File: config.mk
export PLATFORM = sky130hd
export DESIGN_NAME = pccs_top
export DESIGN_NICKNAME = d
export VERILOG_FILES = /design/src/logic/pccs_post_counter.v /design/src/logic/pccs_top.v
export VERILOG_INCLUDE_DIRS = /design/src /design/src/logic
export SDC_FILE = /design/constraint.sdc
export NUM_CORES = 1
export LEC_CHECK = 0
export BUFFER_PORTS_ARGS = -buffer_cell sky130_fd_sc_hd__buf_4
export CORE_UTILIZATION = 60
export CTS_CLUSTER_SIZE = 30
export DETAILED_ROUTE_END_ITERATION = 12
export GPL_TIMING_DRIVEN = 0
export PLACE_DENSITY = 0.88
export SYNTH_ARGS = -nofsm -noshare
export SYNTH_HDL_FRONTEND = slang
export SYNTH_HIERARCHICAL = 1
export SYNTH_SLANG_ARGS = --single-unit
File: constraint.sdc
create_clock -name clk -period 4.2 [get_ports clk]
set_clock_uncertainty 0.05 [all_clocks]
set_input_delay 0.42 -clock clk [delete_from_list [all_inputs] [get_ports clk]]
set_output_delay 0.42 -clock clk [all_outputs]
set_load 0.005 [all_outputs]
File: src/logic/pccs_map.vh
// constants of the counter and phase-select logic of the clock synthesizer
`ifndef PCCS_MAP_VH
`define PCCS_MAP_VH

// ----------------------------------------------------------------------
// legal counter settings
// ----------------------------------------------------------------------
`define PCCS_MULT_MIN 6'h02
`define PCCS_MULT_MAX 6'h20
`define PCCS_DIV_MIN 6'h01
`define PCCS_DIV_MAX 6'h20

// ----------------------------------------------------------------------
// oscillator model and lock detection
// ----------------------------------------------------------------------
// number of equally spaced oscillator phase taps
`define PCCS_TAP_COUNT 8
// last tap index, one oscillator period ends after it
`define PCCS_TAP_LAST 3'h7
// clk cycles per tap step after counter reset (nominal oscillator)
`define PCCS_NOMINAL_TAP_LEN 8'h04
`define PCCS_TAP_LEN_MIN 8'h01
`define PCCS_TAP_LEN_MAX 8'hFF
// matching reference windows needed before lock is shown
`define PCCS_LOCK_COUNT 4'h8
// saturation of the oscillator period count in one reference window
`define PCCS_PERIOD_SAT 6'h3F

// ----------------------------------------------------------------------
// bus positions of the three post-scale counters
// ----------------------------------------------------------------------
`define PCCS_IDX_CORE_A 0
`define PCCS_IDX_CORE_B 1
`define PCCS_IDX_EXT 2

`endif

File: src/logic/pccs_post_counter.v
// one post-scale counter: tap-clocked divider with initial count and duty setting
`include "pccs_map.vh"

module pccs_post_counter (
  // clock and reset
  input wire clk,
  input wire rst_b,
  // common start control
  input wire hold,
  // selected tap edges
  input wire rise_edge,
  input wire half_edge,
  // counter setup, the three counts in half oscillator periods, plus output inversion
  input wire [6:0] div_half,
  input wire [6:0] high_half,
  input wire [6:0] start_half,
  input wire invert,
  // divided clock
  output wire clk_out
);

  // ----------------------------------------------------------------------
  // state
  // ----------------------------------------------------------------------
  reg armed_q; // set at the first rising tap edge after release
  reg [6:0] cnt_q; // half-period position inside the output period
  reg out_q; // registered output level
  reg [6:0] cnt_d; // next position on a half edge

  // wrap at the end of the output period
  always @* begin
    if (cnt_q >= div_half - 7'h01) begin
      cnt_d = 7'h00;
    end else begin
      cnt_d = cnt_q + 7'h01;
    end
  end

  // counting process
  always @(posedge clk or negedge rst_b) begin
    if (!rst_b) begin
      armed_q <= 1'b0;
      cnt_q <= 7'h00;
      out_q <= 1'b0;
    end else if (hold) begin
      armed_q <= 1'b0;
      cnt_q <= start_half;
      out_q <= 1'b0;
    end else if (!armed_q) begin
      if (rise_edge) begin
        armed_q <= 1'b1;
        cnt_q <= start_half;
        out_q <= (start_half < high_half) ^ invert;
      end
    end else if (half_edge) begin
      cnt_q <= cnt_d;
      out_q <= (cnt_d < high_half) ^ invert;
    end
  end

  assign clk_out = out_q;

endmodule // pccs_post_counter

File: src/logic/pccs_top.v
// counter, phase-tap and lock logic of the on-chip clock synthesizer
`include "pccs_map.vh"

module pccs_top #(
  parameter LEN_W = 8, // width of the tap step length
  parameter [7:0] NOMINAL_TAP_LEN = `PCCS_NOMINAL_TAP_LEN // tap length after reset
) (
  // clock and reset
  input wire clk,
  input wire rst_b,
  // loop control from core logic
  input wire counter_reset,
  input wire run_enable,
  input wire pd_gate,
  // reference clock pin
  input wire ref_clk_pin,
  // loop settings
  input wire [5:0] prescale_value,
  input wire [5:0] mult_value,
  // core_post_divider_a setup
  input wire [5:0] core_post_divider_a_value,
  input wire [6:0] core_post_divider_a_high,
  input wire [6:0] core_post_divider_a_low,
  input wire [5:0] core_post_divider_a_init,
  input wire [2:0] core_post_divider_a_tap,
  input wire core_post_divider_a_invert,
  // core_post_divider_b setup
  input wire [5:0] core_post_divider_b_value,
  input wire [6:0] core_post_divider_b_high,
  input wire [6:0] core_post_divider_b_low,
  input wire [5:0] core_post_divider_b_init,
  input wire [2:0] core_post_divider_b_tap,
  input wire core_post_divider_b_invert,
  // external post divider setup
  input wire [5:0] ext_post_divider_value,
  input wire [6:0] ext_post_divider_high,
  input wire [6:0] ext_post_divider_low,
  input wire [5:0] ext_post_divider_init,
  input wire [2:0] ext_post_divider_tap,
  input wire ext_post_divider_invert,
  // core output routing, 0 picks divider a, 1 picks divider b
  input wire core_clock_out_a_sel,
  input wire core_clock_out_b_sel,
  // external pin sharing
  input wire ext_clock_used,
  input wire gpio_out,
  input wire gpio_oe,
  input wire ext_pin_in,
  output wire ext_pin_out,
  output wire ext_pin_oe,
  output wire gpio_in,
  // synthesized core clocks
  output wire core_clock_out_a,
  output wire core_clock_out_b,
  // status
  output wire locked,
  output wire [LEN_W-1:0] osc_tap_len
);

  // ----------------------------------------------------------------------
  // helpers
  // ----------------------------------------------------------------------
  // clamp a setting into its legal range
  function [5:0] clamp6;
    input [5:0] v;
    input [5:0] lo;
    input [5:0] hi;
    begin
      if (v < lo) begin
        clamp6 = lo;
      end else if (v > hi) begin
        clamp6 = hi;
      end else begin
        clamp6 = v;
      end
    end
  endfunction

  // ----------------------------------------------------------------------
  // settings and common hold
  // ----------------------------------------------------------------------
  wire [5:0] mult_eff; // legal feedback multiplier
  wire [5:0] pre_eff; // legal pre-scale value
  wire hold; // dividers and outputs held at initial state

  assign mult_eff = clamp6(mult_value, `PCCS_MULT_MIN, `PCCS_MULT_MAX);
  assign pre_eff = clamp6(prescale_value, `PCCS_DIV_MIN, `PCCS_DIV_MAX);
  assign hold = counter_reset | ~run_enable;

  // ----------------------------------------------------------------------
  // reference pin synchronizer and pre-scale divider
  // ----------------------------------------------------------------------
  reg ref_meta_q; // first stage, read only by ref_sync_q
  reg ref_sync_q; // second stage
  reg ref_last_q; // previous synchronized level for edge detect
  reg [5:0] pre_cnt_q; // reference edges seen in this pre-scale cycle
  wire ref_rise; // one rising reference edge
  wire ref_tick; // divided reference edge to the detector

  // two flip-flops before any logic looks at the pin
  always @(posedge clk or negedge rst_b) begin
    if (!rst_b) begin
      ref_meta_q <= 1'b0;
      ref_sync_q <= 1'b0;
      ref_last_q <= 1'b0;
    end else begin
      ref_meta_q <= ref_clk_pin;
      ref_sync_q <= ref_meta_q;
      ref_last_q <= ref_sync_q;
    end
  end

  assign ref_rise = ref_sync_q & ~ref_last_q;
  assign ref_tick = ref_rise & (pre_cnt_q >= pre_eff - 6'h01);

  // pre-scale counter restarts with the counters
  always @(posedge clk or negedge rst_b) begin
    if (!rst_b) begin
      pre_cnt_q <= 6'h00;
    end else if (hold) begin
      pre_cnt_q <= 6'h00;
    end else if (ref_tick) begin
      pre_cnt_q <= 6'h00;
    end else if (ref_rise) begin
      pre_cnt_q <= pre_cnt_q + 6'h01;
    end
  end

  // ----------------------------------------------------------------------
  // oscillator model: eight taps stepped every tap_len_q clk cycles
  // ----------------------------------------------------------------------
  reg [LEN_W-1:0] tap_len_q; // clk cycles between adjacent taps
  reg [LEN_W-1:0] len_cnt_q; // position inside one tap step
  reg [2:0] osc_phase_q; // tap index that last fired
  wire tap_step; // a tap fires in this cycle
  wire [2:0] phase_next; // tap index that fires now
  wire osc_wrap; // one oscillator period completed

  // the step is one clk cycle resolution, so the model only tracks
  // reference clocks far below clk; it is not a real oscillator
  assign tap_step = (len_cnt_q >= tap_len_q - {{(LEN_W-1){1'b0}}, 1'b1});
  assign phase_next = osc_phase_q + 3'h1;
  assign osc_wrap = tap_step & (osc_phase_q == `PCCS_TAP_LAST);
  assign osc_tap_len = tap_len_q;

  // tap sequencer, frozen in hold so all dividers restart in step
  always @(posedge clk or negedge rst_b) begin
    if (!rst_b) begin
      len_cnt_q <= {LEN_W{1'b0}};
      osc_phase_q <= `PCCS_TAP_LAST;
    end else if (hold) begin
      len_cnt_q <= {LEN_W{1'b0}};
      osc_phase_q <= `PCCS_TAP_LAST;
    end else if (tap_step) begin
      // one tap is an eighth period
      len_cnt_q <= {LEN_W{1'b0}};
      osc_phase_q <= phase_next;
    end else begin
      len_cnt_q <= len_cnt_q + {{(LEN_W-1){1'b0}}, 1'b1};
    end
  end

  // ----------------------------------------------------------------------
  // frequency detector and lock
  // ----------------------------------------------------------------------
  reg [5:0] per_cnt_q; // oscillator periods in this reference window
  reg have_ref_q; // a window is open
  reg [3:0] streak_q; // matching windows in a row
  reg locked_q; // lock indication

  // period count per reference window, saturating
  always @(posedge clk or negedge rst_b) begin
    if (!rst_b) begin
      per_cnt_q <= 6'h00;
    end else if (hold) begin
      per_cnt_q <= 6'h00;
    end else if (ref_tick) begin
      // a wrap in the tick cycle belongs to the new window
      per_cnt_q <= osc_wrap ? 6'h01 : 6'h00;
    end else if (osc_wrap && per_cnt_q != `PCCS_PERIOD_SAT) begin
      per_cnt_q <= per_cnt_q + 6'h01;
    end
  end

  // compare against the multiplier at each divided reference edge
  always @(posedge clk or negedge rst_b) begin
    if (!rst_b) begin
      tap_len_q <= NOMINAL_TAP_LEN;
      have_ref_q <= 1'b0;
      streak_q <= 4'h0;
      locked_q <= 1'b0;
    end else if (counter_reset) begin
      tap_len_q <= NOMINAL_TAP_LEN;
      have_ref_q <= 1'b0;
      streak_q <= 4'h0;
      locked_q <= 1'b0;
    end else if (!run_enable) begin
      have_ref_q <= 1'b0;
      streak_q <= 4'h0;
      locked_q <= 1'b0;
    end else if (ref_tick) begin
      have_ref_q <= 1'b1;
      if (have_ref_q) begin
        if (per_cnt_q == mult_eff) begin
          if (streak_q != `PCCS_LOCK_COUNT) begin
            streak_q <= streak_q + 4'h1;
          end
          locked_q <= (streak_q + 4'h1 >= `PCCS_LOCK_COUNT);
        end else begin
          streak_q <= 4'h0;
          locked_q <= 1'b0;
          if (pd_gate) begin
            // steer oscillator to input times M over N
            if (per_cnt_q > mult_eff) begin
              if (tap_len_q != `PCCS_TAP_LEN_MAX) begin
                tap_len_q <= tap_len_q + {{(LEN_W-1){1'b0}}, 1'b1};
              end
            end else if (tap_len_q != `PCCS_TAP_LEN_MIN) begin
              tap_len_q <= tap_len_q - {{(LEN_W-1){1'b0}}, 1'b1};
            end
          end
        end
      end
    end
  end

  assign locked = locked_q;

  // ----------------------------------------------------------------------
  // three post-scale counters
  // ----------------------------------------------------------------------
  wire [17:0] div_bus; // divide values, counter i at [i*6 +: 6]
  wire [20:0] high_bus; // high counts in half periods
  wire [20:0] low_bus; // low counts in half periods
  wire [17:0] init_bus; // initial counts in whole periods
  wire [8:0] tap_bus; // tap selects
  wire [2:0] inv_bus; // output inversion
  wire [2:0] cnt_out; // divided clocks

  assign div_bus = {ext_post_divider_value, core_post_divider_b_value, core_post_divider_a_value};
  assign high_bus = {ext_post_divider_high, core_post_divider_b_high, core_post_divider_a_high};
  assign low_bus = {ext_post_divider_low, core_post_divider_b_low, core_post_divider_a_low};
  assign init_bus = {ext_post_divider_init, core_post_divider_b_init, core_post_divider_a_init};
  assign tap_bus = {ext_post_divider_tap, core_post_divider_b_tap, core_post_divider_a_tap};
  assign inv_bus = {ext_post_divider_invert, core_post_divider_b_invert,
                    core_post_divider_a_invert};

  // same phase logic for every divider
  genvar gi;
  generate
    for (gi = 0; gi < 3; gi = gi + 1) begin : g_post
      wire [5:0] div_c; // legal divide value
      wire [6:0] div_half; // period in half oscillator periods
      wire [7:0] sum_hl; // requested high plus low
      wire [6:0] high_max; // longest producible high time
      wire [6:0] high_req; // high time after the sum check
      wire [6:0] high_eff; // high time in range
      wire [5:0] init_c; // initial count inside the period
      wire [2:0] tap_sel; // tap this divider counts on
      wire rise_edge; // rising edge of the selected tap
      wire half_edge; // either edge of the selected tap

      assign div_c = clamp6(div_bus[gi*6 +: 6], `PCCS_DIV_MIN, `PCCS_DIV_MAX);
      // half-period steps, twice the divide value
      assign div_half = {div_c, 1'b0};
      assign sum_hl = {1'b0, high_bus[gi*7 +: 7]} + {1'b0, low_bus[gi*7 +: 7]};
      assign high_max = (div_c == `PCCS_DIV_MIN) ? 7'h01 : div_half - 7'h02;
      // bad sum falls back to 50 percent
      assign high_req = (sum_hl == {1'b0, div_half}) ? high_bus[gi*7 +: 7] : {1'b0, div_c};
      assign high_eff = (high_req == 7'h00) ? 7'h01 :
                        (high_req > high_max) ? high_max : high_req;
      assign init_c = (init_bus[gi*6 +: 6] >= div_c) ? div_c - 6'h01 : init_bus[gi*6 +: 6];
      assign tap_sel = tap_bus[gi*3 +: 3];
      assign rise_edge = tap_step & (phase_next == tap_sel);
      assign half_edge = tap_step & (phase_next[1:0] == tap_sel[1:0]);

      // init and tap span the period
      pccs_post_counter u_post (
        .clk (clk),
        .rst_b (rst_b),
        .hold (hold),
        .rise_edge (rise_edge),
        .half_edge (half_edge),
        .div_half (div_half),
        .high_half (high_eff),
        .start_half ({init_c, 1'b0}),
        .invert (inv_bus[gi]),
        .clk_out (cnt_out[gi])
      );
    end
  endgenerate

  // ----------------------------------------------------------------------
  // output routing and external pin sharing
  // ----------------------------------------------------------------------
  reg core_a_q; // core output a
  reg core_b_q; // core output b
  reg pin_out_q; // external pin level
  reg pin_oe_q; // external pin drive enable
  reg gpio_meta_q; // first stage, read only by gpio_sync_q
  reg gpio_sync_q; // synchronized pin input

  // registered outputs; held dividers already show low
  always @(posedge clk or negedge rst_b) begin
    if (!rst_b) begin
      core_a_q <= 1'b0;
      core_b_q <= 1'b0;
      pin_out_q <= 1'b0;
      pin_oe_q <= 1'b0;
    end else begin
      // either core output, either core divider
      core_a_q <= core_clock_out_a_sel ? cnt_out[`PCCS_IDX_CORE_B] : cnt_out[`PCCS_IDX_CORE_A];
      core_b_q <= core_clock_out_b_sel ? cnt_out[`PCCS_IDX_CORE_B] : cnt_out[`PCCS_IDX_CORE_A];
      if (ext_clock_used) begin
        // external divider only to the pin
        pin_out_q <= cnt_out[`PCCS_IDX_EXT];
        pin_oe_q <= 1'b1;
      end else begin
        pin_out_q <= gpio_out;
        pin_oe_q <= gpio_oe;
      end
    end
  end

  // pin input passes two flip-flops
  always @(posedge clk or negedge rst_b) begin
    if (!rst_b) begin
      gpio_meta_q <= 1'b0;
      gpio_sync_q <= 1'b0;
    end else begin
      gpio_meta_q <= ext_pin_in;
      gpio_sync_q <= gpio_meta_q;
    end
  end

  // divider a at tap zero, init zero is the reference
  assign core_clock_out_a = core_a_q;
  assign core_clock_out_b = core_b_q;
  assign ext_pin_out = pin_out_q;
  assign ext_pin_oe = pin_oe_q;
  assign gpio_in = gpio_sync_q;

endmodule // pccs_top

# Word level (Yosys, flattened, before mapping)
# Index checks and enable logic that the tools add are counted.
# word_totals
input_bits	114
reg_bits	73
# classes
n_addsub	23
eq_ne	26
bitwise	18
reduce_logical	21
order_cmp	29
muxes	99
# ops
cell	count
$mux 7	27
$mux 6	19
$mux 8	11
$lt 7x7->1	6
$mux 1	34
$gt 6x6->1 const B	5
$add 7x7->8	3
$eq 8x7->1	3
$ge 6x6->1	4
$lt 6x1->1 const B	4
$mux 4	6
$sub 6x1->6 const B	4
$add 7x1->7 const B	3
$ge 7x7->1	3
$gt 7x7->1	3
$logic_not 7->1	3
$sub 7x1->7 const B	3
$sub 7x2->7 const B	3
$eq 6x1->1 const B	3
$reduce_bool 3->1	6
$add 8x1->8 const B	2
$add 6x1->6 const B	2
$ne 3x2->1 const B	4
$reduce_bool 2->1	5
other kinds (27)	50

# Logic depth before layout (Yosys ltp)
# depth
ltp_word	13
depth_mapped	26
ltp_nobuf	26

# Modules after synthesis
# Netlist, hierarchy kept.
# by_module_without_submodules
mod	cells_per_inst	n_inst	seq_area_each_um2	area_per_inst_um2
pccs_top	801	1	1156.1	6473.7
pccs_post_counter	137	3	225.2	1084.8

# Worst setup path after synthesis
# No wires, ideal clock.
# synth_path
kind	input to register
start	input core_post_divider_b_high[0]
end	register g_post[1].u_post.out_q
setup_slack_ps	-1339
t_arrival_ps	5366
stages	26
path_cell_list	ha_1 > inv_1 > fa_1 > xnor2_1 > xnor2_1 > a2111oi_2 > nand3_1 > a211oi_1 > nor2b_1 > clkbuf_1 > o21ai_0 > ha_1 > nor2b_1 > o21a_1 > o21a_1 > o31ai_1 > a21oi_1 > a221oi_1 > inv_1 > ha_1 > a21o_2 > a211oi_2 > nand4b_1 > o211ai_2 > xnor2_1 > o21ai_1
# synth_via
elab_chain_cells	11
elab_cells_between_ends	15
classes_between	add/sub (1); order compare (3); eq/ne (1); mux (7); bitwise (2); reduce/logical (1)
# synth_lines
element	line_no	rtl
start: declaration	pccs_top.v:29	input wire [6:0] core_post_divider_b_high,
$add 7x7->8	pccs_top.v:266	assign sum_hl = {1'b0, high_bus[gi*7 +: 7]} + {1'b0, low_bus[gi*7 +: 7]};
$eq 8x7->1	pccs_top.v:269	assign high_req = (sum_hl == {1'b0, div_half}) ? high_bus[gi*7 +: 7] : {1'b0, div_c};
$mux 7 *	pccs_top.v:269	
$gt 7x7->1	pccs_top.v:271	(high_req > high_max) ? high_max : high_req;
$mux 7	pccs_top.v:271	
$mux 7 *	pccs_top.v:270	assign high_eff = (high_req == 7'h00) ? 7'h01 :
via g_post[1].high_eff[5]	pccs_top.v:257	wire [6:0] high_eff;
$lt 7x7->1 (on tied branches)	pccs_post_counter.v:53, pccs_post_counter.v:57	
$xor 1x1->1 (on tied branches)	pccs_post_counter.v:53, pccs_post_counter.v:57	
$mux 1 (on tied branches)	pccs_post_counter.v:50, pccs_post_counter.v:55	
$mux 1 *	pccs_post_counter.v:49	end else if (!armed_q) begin
$mux 1 *	pccs_post_counter.v:45	end else if (hold) begin
end signal: assignment	pccs_post_counter.v:53	out_q <= (start_half < high_half) ^ invert;
end signal: assignment	pccs_post_counter.v:57	out_q <= (cnt_d < high_half) ^ invert;
end: declaration	pccs_post_counter.v:27	reg out_q;
# The timed path passes the listed nets; every way through them passes the cells marked *. The select of a mux whose other input is x is not followed.
# A chain may end at the register's enable or synchronous reset.

# Worst setup path after layout
# Ends and elaborated chain as after synthesis.

==> summary.md <==
* **type of the tightest min-delay check** primary input to register
* **cts-stage hold buffer count** 0
* **maximum number of pins on one net before global-route repair** 74
* **Post-Synthesis Mean Instance Area** 8.03 sq um
* **most instantiated flip-flop cell in the synthesis netlist** sky130_fd_sc_hd__dfrtp_1
* **portion of synthesized cell area occupied by the leading cell type** 20.6%
* **Comb pwr share** 49.8%
* **total length of routed met3 wires** 1.76 mm
* **number of I/O pins** 128
* **signed area change from the synthesized netlist to the final layout** 25.5%
* **Cell Int Power** 1.86 mW
* **DR vias** 10000
* **biggest cell delay along the critical path** 0.41 ns
* **stages on the worst setup path** 29
* **post-synth cell types** 80
* **number of buffers inserted during clock tree synthesis** 9
* **post-layout worst setup margin** -1.14 ns
* **met2 wire length** 13.5 mm
* **final setup vio count** 3
* **critical-path maximum fanout** 8
* **overall overflow remaining after global route** 0
* **Max Clk Rate** 187 MHz
* **HPWL after DPL** 19.1 mm
* **number of remaining DRC errors** 0
* **clock latency at the later pin of the worst-skew pair** 0.34 ns
* **family with the most delay on the worst path** compound AO/OA/AOI/OAI gates
* **final core occ** 77.2%
* **Total Nets Final** 1680
* **Ys Warns** 6
* **layout cells sized above 1** 24.1%
* **standard-cell rows** 46
* **quantity of I/O buffers inserted on ports** 125
* **number of nets with antenna violations after routing** 0
* **vias in the first global route** 9304
* **clock sinks** 73
* **synthesized cell area** 0.00973 sq mm
* **critical path start-end classification** primary input to register
* **Lkg Pwr** 5.68 nW
* **biggest area contributors in the synthesized netlist** sky130_fd_sc_hd__ha_1 21%, sky130_fd_sc_hd__dfrtp_1 18%, sky130_fd_sc_hd__xnor2_1 5.1%
* **full die area** 0.0167 sq mm
* **CP max-delay cell** sky130_fd_sc_hd__fa_2
* **max-slew violations** 0
* **Relative slew margins** 38.5%
* **wire length of the first global-routing pass** 42.1 mm
* **library cell with the highest instance count after synthesis** sky130_fd_sc_hd__ha_1
* **unrepaired setup endpoints after global routing** true
* **min Tclk post-route** 5.34 ns
* **post-synthesis cell type with the largest combined area** sky130_fd_sc_hd__ha_1
* **proportion of total power due to net switching** 38.6%
* **Std-Cell Core Area** 0.0158 sq mm
* **number of register bits inferred by synthesis** 73
* **wire per inst** 16.9 microns
* **gr usage total** 30.9%
* **Post-Route M1 WL** 11.2 mm
* **async set-reset flop share out of synthesis** 100%
* **clock tree from TritonCTS** built
* **number of enable flip-flop cells after synthesis** 0
* **number of buffers on the longest clock path** 2
* **Die H** 129 microns
* **via count normalized by instance count** 6.16
* **clock-pin slew reported for the worst setup and hold paths after clock tree synthesis** 0.06 ns
* **Setup crit start kind** primary input
* **slew at the pin closest to its max-slew limit** 0.922 ns
* **Worst EP required** 4.36 ns
* **drt total wl** 27.5 mm
* **share of the clock period used by the worst path after layout** 127%
* **initial cell density of the core** 61.5%
* **sequential group share of total power** 25.9%
* **top cell types by occurrence after synthesis** 160 x sky130_fd_sc_hd__ha_1, 101 x sky130_fd_sc_hd__nand2_1, 100 x sky130_fd_sc_hd__nor2_1
* **H-Tree Level Count** 3
* **number of cell instances on the worst register-to-register path** 16
* **Cell Pwr Density** 249 mW/mm^2
* **total power of the final layout** 3.04 mW
* **number of cells on the worst hold path** 1
* **Clk Tree Root Cell** sky130_fd_sc_hd__clkbuf_16
* **antenna violations before repair** 1
* **Placed Cells incl. Taps** 1567
* **Psw** 1.17 mW
* **violation count after the first detailed-route iteration** 946
* **chip width** 129 microns
* **Max-Cap Viols** 0
* **Max VDD drop** 0.000195 V
* **final hold violation count** 0
* **Top Metal Used** met4
* **part of the power in the clock network** 24.2%
* **gate count of the mapped netlist** 1212
* **failing checks** negative setup slack
* **sum of buffers and inverters on the critical path** 6
* **Seq/Total Area, Yosys** 18.8%
* **kind of capture point of the worst setup path** register
* **worst slack at placement** -1.61 ns
* **outcome** complete, but fails checks
* **Initial DRT Pass Iterations** 6
* **final estimated routing congestion in global placement** 0.893
* **post-layout instance count excluding filler cells** 1625
* **arrival time at the worst endpoint** 5.50 ns
## registers in the layout, summed over array words and instances (netlist names), 3 cells and up
signal                 count
osc_tap_len                8
g_post.u_post/clk_out      3
g_post.u_post/armed_q      3
streak_q                   4
pre_cnt_q                  6
osc_phase_q                3
per_cnt_q                  6
g_post.u_post/cnt_q       21
len_cnt_q                  8
## final timing paths
| kind | slack, ns | start | to |
|---|---|---|---|
| max | -1.14 | core_post_divider_b_high[0] | g_post[1].u_post/clk_out$_DFFE_PN0P_ |
| min | 0.14 | ext_pin_in | gpio_meta_q$_DFF_PN0_ |
| max reg2reg | 0.41 | osc_tap_len[0]$_DFFE_PN0P_ | g_post[1].u_post/cnt_q[1]$_DFFE_PN0P_ |
| min reg2reg | 0.30 | ref_meta_q$_DFF_PN0_ | ref_sync_q$_DFF_PN0_ |
| max in group asynchronous | 3.34 | rst_b | g_post[0].u_post/cnt_q[4]$_DFFE_PN0P_ |
| min in group asynchronous | 0.17 | rst_b | osc_tap_len[5]$_DFFE_PN0P_ |
## layer usage
layer / vias to the layer above / global-route usage, %
met5: - / 0
met4: 0 / 11.1
met3: 118 / 3.06
met2: 456 / 56.1
met1: 4675 / 37.7
li1: 4758 / -
## per-stage QoR
step | hold slack [ns] | TNS, ns | area, sq um
2_1_floorplan | 0.0744 | -2.30 | 10000
3_3_place_gp | 0.291 | -4.21 | 11200
5_1_grt | 0.133 | -3.43 | 12200
6_report | 0.138 | -2.78 | 12200
4_1_cts | 0.134 | -2.51 | 11800
3_5_place_dp | 0.290 | -4.56 | 11200
## cell families (layout without fill, tap and decap cells)
kind of cell / Yosys count / count (layout) / share of synthesized area [%]
other: 2 / 17 / 0.0772
xor gates and xnor gates: 92 / 92 / 8.36
buffers and inverters: 122 / 304 / 4.91
AOI/OAI and AO/OA: 279 / 279 / 19.1
muxes: 42 / 42 / 4.58
DFF: 73 / 73 / 18.8
adders and majority gates: 163 / 163 / 21.2
and+or+nand+nor: 439 / 439 / 22.9
## cells in the final DEF, fill, tap and decap left out, types with 7 or more instances in the layout
cell                          n
sky130_fd_sc_hd__a211oi_1    15
sky130_fd_sc_hd__a211oi_2     8
sky130_fd_sc_hd__a21o_1      20
sky130_fd_sc_hd__a21oi_1     71
sky130_fd_sc_hd__a21oi_2      8
sky130_fd_sc_hd__a31oi_1      7
sky130_fd_sc_hd__and2_1       8
sky130_fd_sc_hd__and3_1      13
sky130_fd_sc_hd__buf_4      162
sky130_fd_sc_hd__clkbuf_1    16
sky130_fd_sc_hd__clkbuf_16    9
sky130_fd_sc_hd__conb_1      16
sky130_fd_sc_hd__dfrtp_1     69
sky130_fd_sc_hd__ha_1       140
sky130_fd_sc_hd__ha_4        17
sky130_fd_sc_hd__inv_1       78
sky130_fd_sc_hd__inv_2       15
sky130_fd_sc_hd__mux2_2      16
sky130_fd_sc_hd__mux2i_1     19
sky130_fd_sc_hd__nand2_1     98
sky130_fd_sc_hd__nand2b_1    27
sky130_fd_sc_hd__nand3_1     36
sky130_fd_sc_hd__nand4_1     17
sky130_fd_sc_hd__nor2_1      97
sky130_fd_sc_hd__nor2b_1     17
sky130_fd_sc_hd__nor3_1      41
sky130_fd_sc_hd__nor4_1      16
sky130_fd_sc_hd__o21a_1      13
sky130_fd_sc_hd__o21ai_0     35
sky130_fd_sc_hd__o21ai_1     28
sky130_fd_sc_hd__or3_1       12
sky130_fd_sc_hd__xnor2_1     56
sky130_fd_sc_hd__xor2_1      34
## repair_timing
| item | in CTS | in global routing |
|---|---|---|
| endpoints found under the setup margin | 3 | 17 |
| resized for setup | 33 | 58 |
| pin swaps | 39 | 51 |
| setup buffers | 19 | 22 |
## power groups by stage
stage	Sequential (mW)	Clock [mW]	Combinational [mW]
finish	0.787	0.736	1.51
global route	0.792	0.770	1.66
CTS	0.786	0.743	1.35
detailed placement	0.798	0	1.29
global placement	0.796	0	1.24
floorplan	0.783	0	0.959
## final cells by class
| class | instances | area [sq um] |
|---|---|---|
| clock inverter | 4 | 27.5 |
| fill | 1056 | 3620 |
| tap | 216 | 270 |
| inverter | 93 | 349 |
| antenna | 1 | 2.50 |
| clock buffer | 12 | 256 |
| sequential | 73 | 1830 |
| timing repair buffer | 166 | 1270 |
| buffer | 29 | 159 |
| multi-input combinational | 1031 | 8040 |
Note: power is estimated with default switching activity, not from simulation.
